--- config.mk ---
export PLATFORM = sky130hd
export DESIGN_NAME = rtfr_regs
export DESIGN_NICKNAME = d
export VERILOG_FILES = /design/src/rtfr_pkg.sv /design/src/rtfr_regs.sv /design/src/rtfr_readmux.sv
export VERILOG_INCLUDE_DIRS = /design/src
export SDC_FILE = /design/constraint.sdc
export NUM_CORES = 1
export LEC_CHECK = 0
export BUFFER_PORTS_ARGS = -buffer_cell sky130_fd_sc_hd__buf_2
export CAP_MARGIN = 20
export CORE_MARGIN = 4
export CORE_UTILIZATION = 45
export DETAILED_ROUTE_END_ITERATION = 7
export PLACE_DENSITY_LB_ADDON = 0.3
export SLEW_MARGIN = 20
export SYNTH_ARGS = -nofsm -noshare
export SYNTH_HDL_FRONTEND = slang
export SYNTH_HIERARCHICAL = 1
export SYNTH_SLANG_ARGS = --single-unit
--- constraint.sdc ---
create_clock -name core_clk -period 1.7 [get_ports core_clk]
set_clock_uncertainty 0.2 [all_clocks]
set_input_delay 0.085 -clock core_clk [delete_from_list [all_inputs] [get_ports core_clk]]
set_output_delay 0.085 -clock core_clk [all_outputs]
set_load 0.05 [all_outputs]
--- src/rtfr_consts.svh ---
/*
  Offsets, field positions and reset values for the
  reader transmit framing register group.
  Assumes inclusion by bare name from the design files.
*/
`ifndef RTFR_CONSTS_SVH
`define RTFR_CONSTS_SVH

// ----------------------------------------------------------------
// Register offsets
// ----------------------------------------------------------------
`define RTFR_ADDR_TIMER      6'h0c
`define RTFR_ADDR_CRC_LOW    6'h0d
`define RTFR_ADDR_CRC_HIGH   6'h0e
`define RTFR_ADDR_FRAMING    6'h0f
`define RTFR_ADDR_TXCTRL     6'h11
`define RTFR_ADDR_CW_COND    6'h12
`define RTFR_ADDR_MOD_COND   6'h13

// ----------------------------------------------------------------
// Reset values
// ----------------------------------------------------------------
`define RTFR_RST_FRAMING     8'h00
`define RTFR_RST_TXCTRL      8'h58
`define RTFR_RST_CW_COND     8'h3f
`define RTFR_RST_MOD_COND    8'h3f
`define RTFR_RST_ALIGN       3'h0
`define RTFR_RST_LAST        3'h0

// ----------------------------------------------------------------
// Field positions
// ----------------------------------------------------------------
`define RTFR_ALIGN_HI        6
`define RTFR_ALIGN_LO        4
`define RTFR_LAST_HI         2
`define RTFR_LAST_LO         0
`define RTFR_SRC_HI          6
`define RTFR_SRC_LO          5
`define RTFR_FORCE_BIT       4
`define RTFR_INV2_BIT        3
`define RTFR_CW2_BIT         2
`define RTFR_EN2_BIT         1
`define RTFR_EN1_BIT         0
`define RTFR_COND_HI         5

// ----------------------------------------------------------------
// Full modulation depth conductance (driver off)
// ----------------------------------------------------------------
`define RTFR_COND_OFF        6'h00

`endif

--- src/rtfr_pkg.sv ---
/*
  Types for the reader transmit framing register group.
  Assumes rtfr_consts.svh is on the include path.
*/
package rtfr_pkg;

  // Modulator input source codes
  typedef enum logic [1:0]
  {
    RTFR_SRC_LOW,
    RTFR_SRC_HIGH,
    RTFR_SRC_ENCODER,
    RTFR_SRC_EXTERNAL
  } rtfr_src_type;

  // Host register port request
  typedef struct packed
  {
    logic       rd;
    logic       wr;
    logic [5:0] addr;
    logic [7:0] wdata;
  } rtfr_req_type;

  // Driver controls towards the antenna stage
  typedef struct packed
  {
    logic       first_pin;
    logic       second_pin;
    logic [5:0] conductance;
  } rtfr_drive_type;

endpackage

--- src/rtfr_regs.sv ---
/*
  Register group for partial bit framing and antenna driver control
  of a contactless reader: timer and CRC views, bit framing fields,
  modulator source, carrier enables and driver conductances.
  Assumes the timer, CRC engine, encoder and receiver live elsewhere,
  all inputs synchronous to core_clk, and rst asynchronous high.
  The host keeps reserved register bits at their reset values;
  framing bits 7 and 3 are not stored and always read as zero.
  Pin levels and conductance are registered, so they follow the
  register contents and modulator inputs by one clock.
  End of reception or transmission clears its framing field and
  wins over a host write in the same cycle.
  Reads of the CRC bytes are only meaningful while the
  completion flag is set; the high byte means nothing for an
  8-bit CRC, which crc_high_valid reports.
  The carrier phase input is sampled like the modulator inputs.

  // Overview of operation
  // - Timer view reads live counter value
  // - CRC low byte read at 0x0d
  // - CRC high byte read at 0x0e
  // - High byte undefined for 8-bit CRC
  // - Receive alignment sets first stored bit
  // - Alignment seven spills second bit onward
  // - Alignment cleared when reception ends
  // - Last bits count; zero sends all
  // - Last bits cleared when transmission ends
  // - Source field picks modulator input
  // - Force bit gives full depth modulation
  // - Forced mode ignores modulation conductance
  // - Second pin inverted when bit is zero
  // - Continuous wave bit stops second modulation
  // - Second enable gates second pin carrier
  // - First enable gates first pin carrier
  // - Carrier conductance sets unmodulated drive
  // - Modulation conductance sets modulated drive
*/
`timescale 1ns/100ps
`include "rtfr_consts.svh"

module rtfr_regs
(
  // Clock and reset
  input  wire logic                   core_clk,
  input  wire logic                   rst,

  // Host register port
  input  wire rtfr_pkg::rtfr_req_type host_req,
  output logic                  [7:0] host_rdata,

  // Timer and CRC views
  input  wire logic             [7:0] timer_count,
  input  wire logic            [15:0] crc_value,
  input  wire logic                   crc_completion_flag,
  input  wire logic                   crc_eight_bit,

  // Framing events
  input  wire logic                   reception_done,
  input  wire logic                   transmission_done,

  // Modulator and carrier inputs
  input  wire logic                   encoder_data,
  input  wire logic                   external_modulation_input,
  input  wire logic                   carrier_clk_phase,

  // Framing fields
  output logic                  [2:0] receive_alignment,
  output logic                  [2:0] transmit_last_bits,

  // CRC validity
  output logic                        crc_result_valid,
  output logic                        crc_high_valid,

  // Antenna driver
  output rtfr_pkg::rtfr_drive_type    drive
);

  import rtfr_pkg::*;

  // ----------------------------------------------------------------
  // Register storage
  // ----------------------------------------------------------------
  logic [2:0]     receive_alignment_q;
  logic [2:0]     transmit_last_bits_q;
  logic [7:0]     partial_bit_framing;
  logic [7:0]     transmit_pin_control_q;
  logic [7:0]     carrier_drive_conductance_q;
  logic [7:0]     modulation_drive_conductance_q;

  // Driver bundle, next and registered
  rtfr_drive_type drive_d;
  rtfr_drive_type drive_q;

  // Decoded control fields
  rtfr_src_type   modulator_source;
  logic           force_full_ask;
  logic           second_driver_invert;
  logic           second_driver_continuous_wave;
  logic           second_driver_carrier_enable;
  logic           first_driver_carrier_enable;
  logic [5:0]     carrier_conductance_level;
  logic [5:0]     modulation_conductance_level;
  logic           modulator_in;
  logic           second_modulated;
  logic           forced_pause;
  logic           first_pin_d;
  logic           second_pin_d;
  logic [5:0]     conductance_d;

  // Write strobes, one per register
  logic           framing_wr;
  logic           txctrl_wr;
  logic           cw_cond_wr;
  logic           mod_cond_wr;

  // Write decode helper
  function automatic logic hit(input rtfr_req_type r, input logic [5:0] a);
    hit = r.wr && (r.addr == a);
  endfunction

  // Modulating while full depth is forced
  function automatic logic pause_forced(input logic m, input logic f);
    pause_forced = m && f;
  endfunction

  // ----------------------------------------------------------------
  // Write decode
  // ----------------------------------------------------------------
  assign framing_wr  = hit(host_req, `RTFR_ADDR_FRAMING);
  assign txctrl_wr   = hit(host_req, `RTFR_ADDR_TXCTRL);
  assign cw_cond_wr  = hit(host_req, `RTFR_ADDR_CW_COND);
  assign mod_cond_wr = hit(host_req, `RTFR_ADDR_MOD_COND);

  // ----------------------------------------------------------------
  // Register writes
  // ----------------------------------------------------------------

  // Receive alignment; end of reception wins over a host write
  always_ff @(posedge core_clk or posedge rst)
  begin
    if (rst)
      receive_alignment_q <= `RTFR_RST_ALIGN;
    else if (reception_done)
      receive_alignment_q <= 3'h0;
    else if (framing_wr)
      receive_alignment_q <= host_req.wdata[`RTFR_ALIGN_HI:`RTFR_ALIGN_LO];
  end

  // Transmit last bits; end of transmission wins over a host write
  always_ff @(posedge core_clk or posedge rst)
  begin
    if (rst)
      transmit_last_bits_q <= `RTFR_RST_LAST;
    else if (transmission_done)
      transmit_last_bits_q <= 3'h0;
    else if (framing_wr)
      transmit_last_bits_q <= host_req.wdata[`RTFR_LAST_HI:`RTFR_LAST_LO];
  end

  // Framing image; reserved bits 7 and 3 read as zero
  assign partial_bit_framing = {1'b0, receive_alignment_q, 1'b0, transmit_last_bits_q};

  // Transmitter control register
  always_ff @(posedge core_clk or posedge rst)
  begin
    if (rst)
      transmit_pin_control_q <= `RTFR_RST_TXCTRL;
    else if (txctrl_wr)
      transmit_pin_control_q <= host_req.wdata;
  end

  // Conductance registers
  always_ff @(posedge core_clk or posedge rst)
  begin
    if (rst)
    begin
      carrier_drive_conductance_q    <= `RTFR_RST_CW_COND;
      modulation_drive_conductance_q <= `RTFR_RST_MOD_COND;
    end
    else
    begin
      if (cw_cond_wr)
        carrier_drive_conductance_q <= host_req.wdata;
      if (mod_cond_wr)
        modulation_drive_conductance_q <= host_req.wdata;
    end
  end

  // ----------------------------------------------------------------
  // Field extraction
  // ----------------------------------------------------------------
  assign receive_alignment  = receive_alignment_q;
  assign transmit_last_bits = transmit_last_bits_q;
  assign modulator_source   = rtfr_src_type'(transmit_pin_control_q[`RTFR_SRC_HI:`RTFR_SRC_LO]);
  assign force_full_ask                = transmit_pin_control_q[`RTFR_FORCE_BIT];
  assign second_driver_invert          = transmit_pin_control_q[`RTFR_INV2_BIT];
  assign second_driver_continuous_wave = transmit_pin_control_q[`RTFR_CW2_BIT];
  assign second_driver_carrier_enable  = transmit_pin_control_q[`RTFR_EN2_BIT];
  assign first_driver_carrier_enable   = transmit_pin_control_q[`RTFR_EN1_BIT];
  assign carrier_conductance_level     = carrier_drive_conductance_q[`RTFR_COND_HI:0];
  assign modulation_conductance_level  = modulation_drive_conductance_q[`RTFR_COND_HI:0];

  // ----------------------------------------------------------------
  // CRC views
  // ----------------------------------------------------------------
  // CRC validity flags
  assign crc_result_valid = crc_completion_flag;
  assign crc_high_valid   = crc_completion_flag && !crc_eight_bit;

  // ----------------------------------------------------------------
  // Modulator input
  // ----------------------------------------------------------------
  // Modulator input source select
  always_comb
  begin
    unique case (modulator_source)
      RTFR_SRC_LOW:      modulator_in = 1'b0;
      RTFR_SRC_HIGH:     modulator_in = 1'b1;
      RTFR_SRC_ENCODER:  modulator_in = encoder_data;
      RTFR_SRC_EXTERNAL: modulator_in = external_modulation_input;
    endcase
  end

  // High modulator input means modulation pause
  assign second_modulated = modulator_in && !second_driver_continuous_wave;

  // Full depth pause on the first pin and conductance
  assign forced_pause = pause_forced(modulator_in, force_full_ask);

  // ----------------------------------------------------------------
  // Antenna driver
  // ----------------------------------------------------------------
  // First pin: gated carrier or constant low
  always_comb
  begin
    first_pin_d = 1'b0;
    if (first_driver_carrier_enable)
      first_pin_d = carrier_clk_phase && !forced_pause;
  end

  // Second pin: inverted when the invert bit is zero
  always_comb
  begin
    second_pin_d = 1'b0;
    if (second_driver_carrier_enable)
      second_pin_d = (carrier_clk_phase ^ !second_driver_invert)
                     && !pause_forced(second_modulated, force_full_ask);
  end

  // Conductance per phase
  always_comb
  begin
    if (forced_pause)
      conductance_d = `RTFR_COND_OFF;
    else if (modulator_in)
      conductance_d = modulation_conductance_level;
    else
      conductance_d = carrier_conductance_level;
  end

  // Driver bundle
  assign drive_d = {first_pin_d, second_pin_d, conductance_d};

  // ----------------------------------------------------------------
  // Driver outputs
  // ----------------------------------------------------------------
  // Registered driver outputs
  always_ff @(posedge core_clk or posedge rst)
  begin
    if (rst)
      drive_q <= '0;
    else
      drive_q <= drive_d;
  end

  assign drive = drive_q;

  // ----------------------------------------------------------------
  // Read path
  // ----------------------------------------------------------------
  rtfr_readmux u_readmux
  (
    .core_clk    (core_clk),
    .rst         (rst),
    .rd          (host_req.rd),
    .addr        (host_req.addr),
    .timer_count (timer_count),
    .crc_value   (crc_value),
    .framing     (partial_bit_framing),
    .txctrl      (transmit_pin_control_q),
    .cw_cond     (carrier_drive_conductance_q),
    .mod_cond    (modulation_drive_conductance_q),
    .rdata       (host_rdata)
  );

endmodule

--- src/rtfr_readmux.sv ---
/*
  Registered read data selector for the register group.
  Assumes a single clock and an active high asynchronous reset.
*/
`timescale 1ns/100ps
`include "rtfr_consts.svh"

module rtfr_readmux
(
  input  wire logic       core_clk,
  input  wire logic       rst,
  input  wire logic       rd,
  input  wire logic [5:0] addr,
  input  wire logic [7:0] timer_count,
  input  wire logic [15:0] crc_value,
  input  wire logic [7:0] framing,
  input  wire logic [7:0] txctrl,
  input  wire logic [7:0] cw_cond,
  input  wire logic [7:0] mod_cond,
  output logic      [7:0] rdata
);

  logic [7:0] rdata_d;
  logic [7:0] rdata_q;

  // Select the addressed register
  always_comb
  begin
    unique case (addr)
      `RTFR_ADDR_TIMER:    rdata_d = timer_count;
      `RTFR_ADDR_CRC_LOW:  rdata_d = crc_value[7:0];
      `RTFR_ADDR_CRC_HIGH: rdata_d = crc_value[15:8];
      `RTFR_ADDR_FRAMING:  rdata_d = framing;
      `RTFR_ADDR_TXCTRL:   rdata_d = txctrl;
      `RTFR_ADDR_CW_COND:  rdata_d = cw_cond;
      `RTFR_ADDR_MOD_COND: rdata_d = mod_cond;
      default:             rdata_d = 8'h00;
    endcase
  end

  // Capture on a read strobe
  always_ff @(posedge core_clk or posedge rst)
  begin
    if (rst)
      rdata_q <= 8'h00;
    else if (rd)
      rdata_q <= rdata_d;
  end

  assign rdata = rdata_q;

endmodule

==> flow_metrics.env, run 1 <==
export IMPL_rsz0062_at_grt="false"
export IMPL_r2r_start="transmit_pin_control_q[6]"
export IMPL_min_period_ns=1.59
export IMPL_gp_congestion=0.853
export IMPL_ys_types=41
export IMPL_hold_viol=0
export IMPL_postCtsResizedCells=0
export IMPL_drc=0
export IMPL_ys_ff_latch=46
export IMPL_rows=26
export IMPL_end_kind="register"
export IMPL_worstHoldPathType="in -> reg"
export IMPL_startpoint_type="register"
export IMPL_start_util_pct=47.2
export IMPL_area_growth_pct=34.4
export IMPL_worstPathArrival_ns=1.58
export IMPL_antenna_found_initial=0
export IMPL_clkTransAtPathRegs_ns=0.09
export IMPL_grt_pass1_vias=2201
export IMPL_min_to="u_readmux/rdata[2]"
export IMPL_cts_sinks=46
export IMPL_setup_tns_ns=0
export IMPL_finalSetupViolCount=0
export IMPL_htree_levels=2
export IMPL_dpl_cell_area_sq_mm=0.00302
export IMPL_clock_path_buffers=2
export IMPL_peakVddDrop_mv=0.533
export IMPL_grt_pass1_wl_um=10800
export IMPL_yosysWarningCount=6
export IMPL_whs_path_depth=3
export IMPL_hpwl_um=4870
export IMPL_routed_wl_um=6630
export IMPL_fin_ws_ns=0.107
export IMPL_grt_usage_pct=21.6
export IMPL_drv_cap=0
export IMPL_power_leakage_uw=0.00152
export IMPL_r2r_end="drive[4]"
export IMPL_critPathSlowestCell="dfstp_2"
export IMPL_nets=372
export IMPL_avgRoutedWirePerCell_um=16.8
export IMPL_final_max_slew_viol_count=0
export IMPL_vias=2113
export IMPL_crit_family="flip-flops"
export IMPL_antenna_cells=0
export IMPL_clock_latency_ns=0.30
export IMPL_ys_seq_area_share_pct=47.6
export IMPL_grt_max_degree=39
export IMPL_cp_cell_sequence="a21oi_1 > a31oi_2 > buf_4 > mux2_2"
export IMPL_die_w_um=81.9
export IMPL_root_buffer="clkbuf_8"
export IMPL_cpPeakStageDelay_ns=0.54
export IMPL_r2r_slack_ns=0.11
export IMPL_die_h_um=81.9
export IMPL_worstPathRequired_ns=1.68
export IMPL_path_class="reg -> reg"
export IMPL_cts_tree="yes"
export IMPL_synth_area_per_cell_sq_um=11.6
export IMPL_die_area_sq_mm=0.00671
export IMPL_core_sq_mm=0.00520
export IMPL_run_status="finished, final reports clean"
export IMPL_reg2reg_depth=4
export IMPL_overflow=0
export IMPL_via_per_inst=5.36
export IMPL_worst_path_buf_inv=1
export IMPL_hold_start="host_req[15]"
export IMPL_fill_cells=446
export IMPL_drive_above_1_share_pct=49.7
export IMPL_boundaryPins=73
export IMPL_io_buffers=72
export IMPL_synthCells=211
export IMPL_ant_nets=0
export IMPL_post_cts_buffers=0
export IMPL_crit_fanout=8
export IMPL_syn_area_sq_mm=0.00246
export IMPL_drt_first_pass_iters=4
export IMPL_p_per_area_mw_per_mm2=790
export IMPL_stdcell_area_sq_mm=0.00330
export IMPL_fmax_ghz=0.628
export IMPL_cts_made_buffers=5
export IMPL_timing_final_crit_share_pct=93.7
export IMPL_whs_ns=0.0444
export IMPL_first_iter_violations=101
export IMPL_post_place_ws_ns=-0.123
## power by group
part	internal, uW	total [uW]	switching, uW
Clock	290	652	361
Combinational	268	624	356
Sequential	1250	1330	85.3
Total	1810	2610	803
## cells in the mapped netlist
library cell | n | share of area (%)
dfrtp_1 | 31 | 32
nand2_1 | 10 | 1.5
buf_4 | 2 | 0.61
o21ai_1 | 8 | 1.6
buf_2 | 3 | 0.61
a41oi_1 | 7 | 2.5
and4bb_2 | 1 | 0.51
and3_2 | 1 | 0.31
nand3_1 | 1 | 0.20
and3_1 | 3 | 0.76
or4b_1 | 1 | 0.41
a21oi_1 | 9 | 1.8
a2111oi_0 | 2 | 0.71
or3b_1 | 1 | 0.36
or3b_2 | 5 | 1.8
a22oi_1 | 7 | 2.1
nor2_2 | 3 | 0.76
mux2_2 | 30 | 14
conb_1 | 1 | 0.15
buf_6 | 1 | 0.46
nand4_1 | 1 | 0.25
and2_1 | 1 | 0.25
a31oi_2 | 1 | 0.51
o21ai_0 | 1 | 0.20
nand4_2 | 3 | 1.5
mux2i_1 | 6 | 2.4
dfstp_2 | 15 | 16
xnor2_1 | 1 | 0.36
nor2b_1 | 10 | 2.5
a221oi_1 | 7 | 2.5
nor3_1 | 2 | 0.41
nor3b_4 | 1 | 0.76
inv_1 | 6 | 0.92
nand3b_1 | 6 | 1.8
o211ai_4 | 1 | 0.87
nor2_4 | 2 | 0.92
nor2_1 | 3 | 0.46
and2b_2 | 1 | 0.36
nand4bb_1 | 1 | 0.46
a31oi_1 | 1 | 0.25
nand2b_1 | 14 | 3.6
## metrics by stage
stage	util, %	total power [uW]	cells
2_1_floorplan	-	1720	212
5_1_grt	63.4	2740	394
4_1_cts	63.4	2630	394
3_5_place_dp	57.9	1940	366
3_3_place_gp	57.9	1930	366
6_report	63.4	2610	394
## final cells by class
cell class	count	area [sq um]	area share, %
clock inverter	2	13.8	0.417
timing repair buffer	110	708	21.4
multi-input combinational	154	1230	37.2
sequential	46	1170	35.4
clock buffer	6	72.6	2.20
tap	70	87.6	2.65
inverter	6	22.5	0.682
## worst max-delay path by stage
| stage | slack (ns) | from | endpoint | cells after the start |
|---|---|---|---|---|
| detailed placement | -0.12 | host_req[13] | u_readmux/rdata[6] | 6 |
| floorplan | 0.08 | transmit_pin_control_q[6] | drive[0] | 3 |
| global route | 0.05 | transmit_pin_control_q[6] | drive[4] | 4 |
| global placement | -0.06 | host_req[13] | u_readmux/rdata[6] | 6 |
| CTS | 0.11 | transmit_pin_control_q[6] | drive[4] | 4 |
| finish | 0.11 | transmit_pin_control_q[6] | drive[4] | 4 |
## placed cells by master (no fill, tap or decap), types with 8 or more instances in the layout
cell type       n
dlygate4sd3_1  20
nand2b_1       14
dfrtp_1        31
buf_4          17
buf_2          72
dfstp_2        15
nand2_1        10
mux2_2         30
nor2b_1        10
a21oi_1         9
o21ai_1         8
## what timing repair did
item / in CTS / in global routing
hold endpoints to repair: 70 / 0
setup endpoints to repair: 0 / 0
hold buffers: 20 / 0
## metal layers
metal	GRT usage [%]	vias up	wire length, um	share of wire [%]
li1	-	1009	-	-
met1	27.9	1030	2750	41
met4	5.98	0	109	1.6
met5	0	-	0	0
met3	3.84	10	426	6.4
met2	37.0	64	3340	50
## flip-flops by register name (all words and copies together), names as in the netlist
register	flops
transmit_pin_control_q	8
carrier_drive_conductance_q	8
drive	8
receive_alignment	3
transmit_last_bits	3
modulation_drive_conductance_q	8
u_readmux/rdata	8
## logic make-up (layout without fill, tap and decap cells)
group | Yosys count | in the layout | share of synthesized area (%)
AND/OR/NAND/NOR | 71 | 71 | 20.0
flip-flops | 46 | 46 | 47.6
AO/OA/AOI/OAI | 44 | 44 | 13.1
multiplexers | 36 | 36 | 16.2
buffers and inverters | 12 | 124 | 2.60
other | 1 | 2 | 0.153
XOR/XNOR | 1 | 1 | 0.356
## worst register-to-register path, cell delays in order (launching register included)
cell and delay [ns]:
dfstp_2 0.54, a21oi_1 0.06, a31oi_2 0.13, buf_4 0.20, mux2_2 0.35
(Power assumes the default switching activity.)
==> inputs of run 2 (changes only) <==
CELL_PAD_IN_SITES_DETAIL_PLACEMENT = 0   (was not set)
CELL_PAD_IN_SITES_GLOBAL_PLACEMENT = 2   (was not set)
CORE_UTILIZATION = 29   (was 45)
==> run 2 against run 1 <==
Compared with the run above:
- sequential share of layout area decreased by 1.8 points
- worst hold slack worse by 0.015 ns
- register-to-register slack about the same
- final area rose by 5.2%
- critical path type unchanged
- fmax fell by 0.24%
- first-iteration DRC count shrank 21%
- wire length grew 11%
- critical path depth is the same
- combinational power up 5.1%
==> flow_metrics.env, run 2 (synthesis gave the netlist of run 1 again) <==
export IMPL_run_status="finished, final reports clean"
export IMPL_cts_sinks=46
export IMPL_p_clk_share_pct=24.8
export IMPL_gp_congestion=0.757
export IMPL_rsz0062_at_grt="false"
export IMPL_drc=0
export IMPL_post_cts_buffers=0
export IMPL_p_sw_share_pct=30.9
export IMPL_grtUsageMet1_pct=19.5
export IMPL_startpoint_type="register"
export IMPL_clkTransAtPathRegs_ns=0.08
export IMPL_fmax_ghz=0.626
export IMPL_avgRoutedWirePerCell_um=16.8
export IMPL_drv_cap=0
export IMPL_hpwl_um=5420
export IMPL_io_buffers=72
export IMPL_gr_usage_met2_pct=25.7
export IMPL_p_sw_uw=817
export IMPL_via_per_inst=4.80
export IMPL_min_period_ns=1.60
export IMPL_drive_above_1_share_pct=50.3
export IMPL_path_class="reg -> reg"
export IMPL_hold_viol=0
export IMPL_combPwrFrac_pct=24.8
export IMPL_cts_tree="yes"
export IMPL_clock_path_buffers=2
export IMPL_root_buffer="clkbuf_8"
export IMPL_core_sq_mm=0.00822
export IMPL_cts_made_buffers=5
export IMPL_finalSetupViolCount=0
export IMPL_p_per_area_mw_per_mm2=761
export IMPL_fill_cells=806
export IMPL_dpl_cell_area_sq_mm=0.00317
export IMPL_multi_input_area_sq_mm=0.00123
export IMPL_stdcell_area_sq_mm=0.00347
export IMPL_top_usage_layer="met2"
export IMPL_relSlewSlack_pct=62.4
export IMPL_p_seq_share_pct=50.4
export IMPL_die_h_um=100
export IMPL_antenna_cells=0
export IMPL_routed_wl_um=7350
export IMPL_peakVddDrop_mv=0.510
export IMPL_final_core_util_pct=42.3
export IMPL_vias=2096
export IMPL_power_leakage_uw=0.00158
export IMPL_area_growth_pct=41.4
export IMPL_drt_first_pass_iters=5
export IMPL_antenna_found_initial=0
export IMPL_worstHoldPathType="in -> reg"
export IMPL_overflow=0
export IMPL_htree_levels=2
export IMPL_end_kind="register"
export IMPL_final_max_slew_viol_count=0
export IMPL_first_iter_violations=80
export IMPL_grt_pass1_vias=2194
export IMPL_die_w_um=100
export IMPL_clock_latency_ns=0.29
export IMPL_whs_path_depth=4
export IMPL_layout_commonest_cell="buf_2"
export IMPL_rows=33
export IMPL_regArea_sq_mm=0.00117
export IMPL_grt_max_degree=39
export IMPL_timing_final_crit_share_pct=93.9
export IMPL_die_area_sq_mm=0.0100
export IMPL_nets=380
export IMPL_boundaryPins=73
export IMPL_met3_usage_pct=4.03
export IMPL_grt_pass1_wl_um=11600
export IMPL_worstPathArrival_ns=1.58
export IMPL_reg2reg_depth=4
export IMPL_crit_fanout=8
export IMPL_p_int_uw=1830
export IMPL_worstPathRequired_ns=1.69
export IMPL_worst_slew_pin_slew_ns=0.562
export IMPL_final_cell_mix="buf_2 (72), dfrtp_1 (31), mux2_2 (30)"
export IMPL_grt_usage_pct=15.3
export IMPL_start_util_pct=29.9
export IMPL_ant_nets=0
-- run 2: final timing paths --
| path | from | end | slack (ns) |
|---|---|---|---|
| max | transmit_pin_control_q[6] | drive[3] | 0.10 |
| min | host_req[15] | u_readmux/rdata[5] | 0.03 |
| max reg2reg | transmit_pin_control_q[6] | drive[3] | 0.10 |
| min reg2reg | carrier_drive_conductance_q[7] | carrier_drive_conductance_q[7] | 0.32 |
| max in group asynchronous | rst | carrier_drive_conductance_q[5] | 0.67 |
| min in group asynchronous | rst | u_readmux/rdata[2] | 0.10 |
-- run 2: layer usage --
| metal | part of all wire [%] | up-vias |
|---|---|---|
| met5 | 0 | - |
| met3 | 5.6 | 4 |
| met4 | 0.78 | 0 |
| met1 | 45 | 1007 |
| met2 | 49 | 61 |
| li1 | - | 1024 |
-- run 2: repair_timing --
item,CTS,global route
endpoints found under the setup margin,1,0
endpoints found under the hold margin,69,0
hold buffers,22,0
resized for setup,1,0
-- run 2: critical path, cell delays in order (launching register included) --
cell	delay, ns
dfstp_2	0.53
a21oi_1	0.06
a31oi_2	0.20
buf_12	0.16
mux2_2	0.33
-- run 2: power groups by stage --
| stage | Clock (uW) | Sequential (uW) | Combinational [uW] |
|---|---|---|---|
| 2_1_floorplan | 0 | 1470 | 246 |
| 4_1_cts | 689 | 1340 | 666 |
| 5_1_grt | 744 | 1350 | 710 |
| 3_5_place_dp | 0 | 1360 | 625 |
| 6_report | 655 | 1330 | 656 |
| 3_3_place_gp | 0 | 1360 | 618 |
-- run 2: per-stage QoR --
stage,power [uW],hold WS [ns],setup slack [ns],setup TNS [ns],cells
floorplan,1720,-0.299,0.0839,0,212
global placement,1970,-0.126,-0.0810,-0.451,407
detailed placement,1980,-0.122,-0.0887,-0.573,407
CTS,2690,0.0242,0.0965,0,437
global route,2810,0.0634,0.0701,0,437
finish,2650,0.0292,0.103,0,437
-- run 2: layout make-up --
type | count | share of cell area [%]
clock buffers | 6 | 2.09
repair buffers | 118 | 24.1
well taps | 105 | 3.78
flip-flops and latches | 46 | 33.7
clock inverters | 2 | 0.396
inverters | 6 | 0.648
multi-input cells | 154 | 35.4
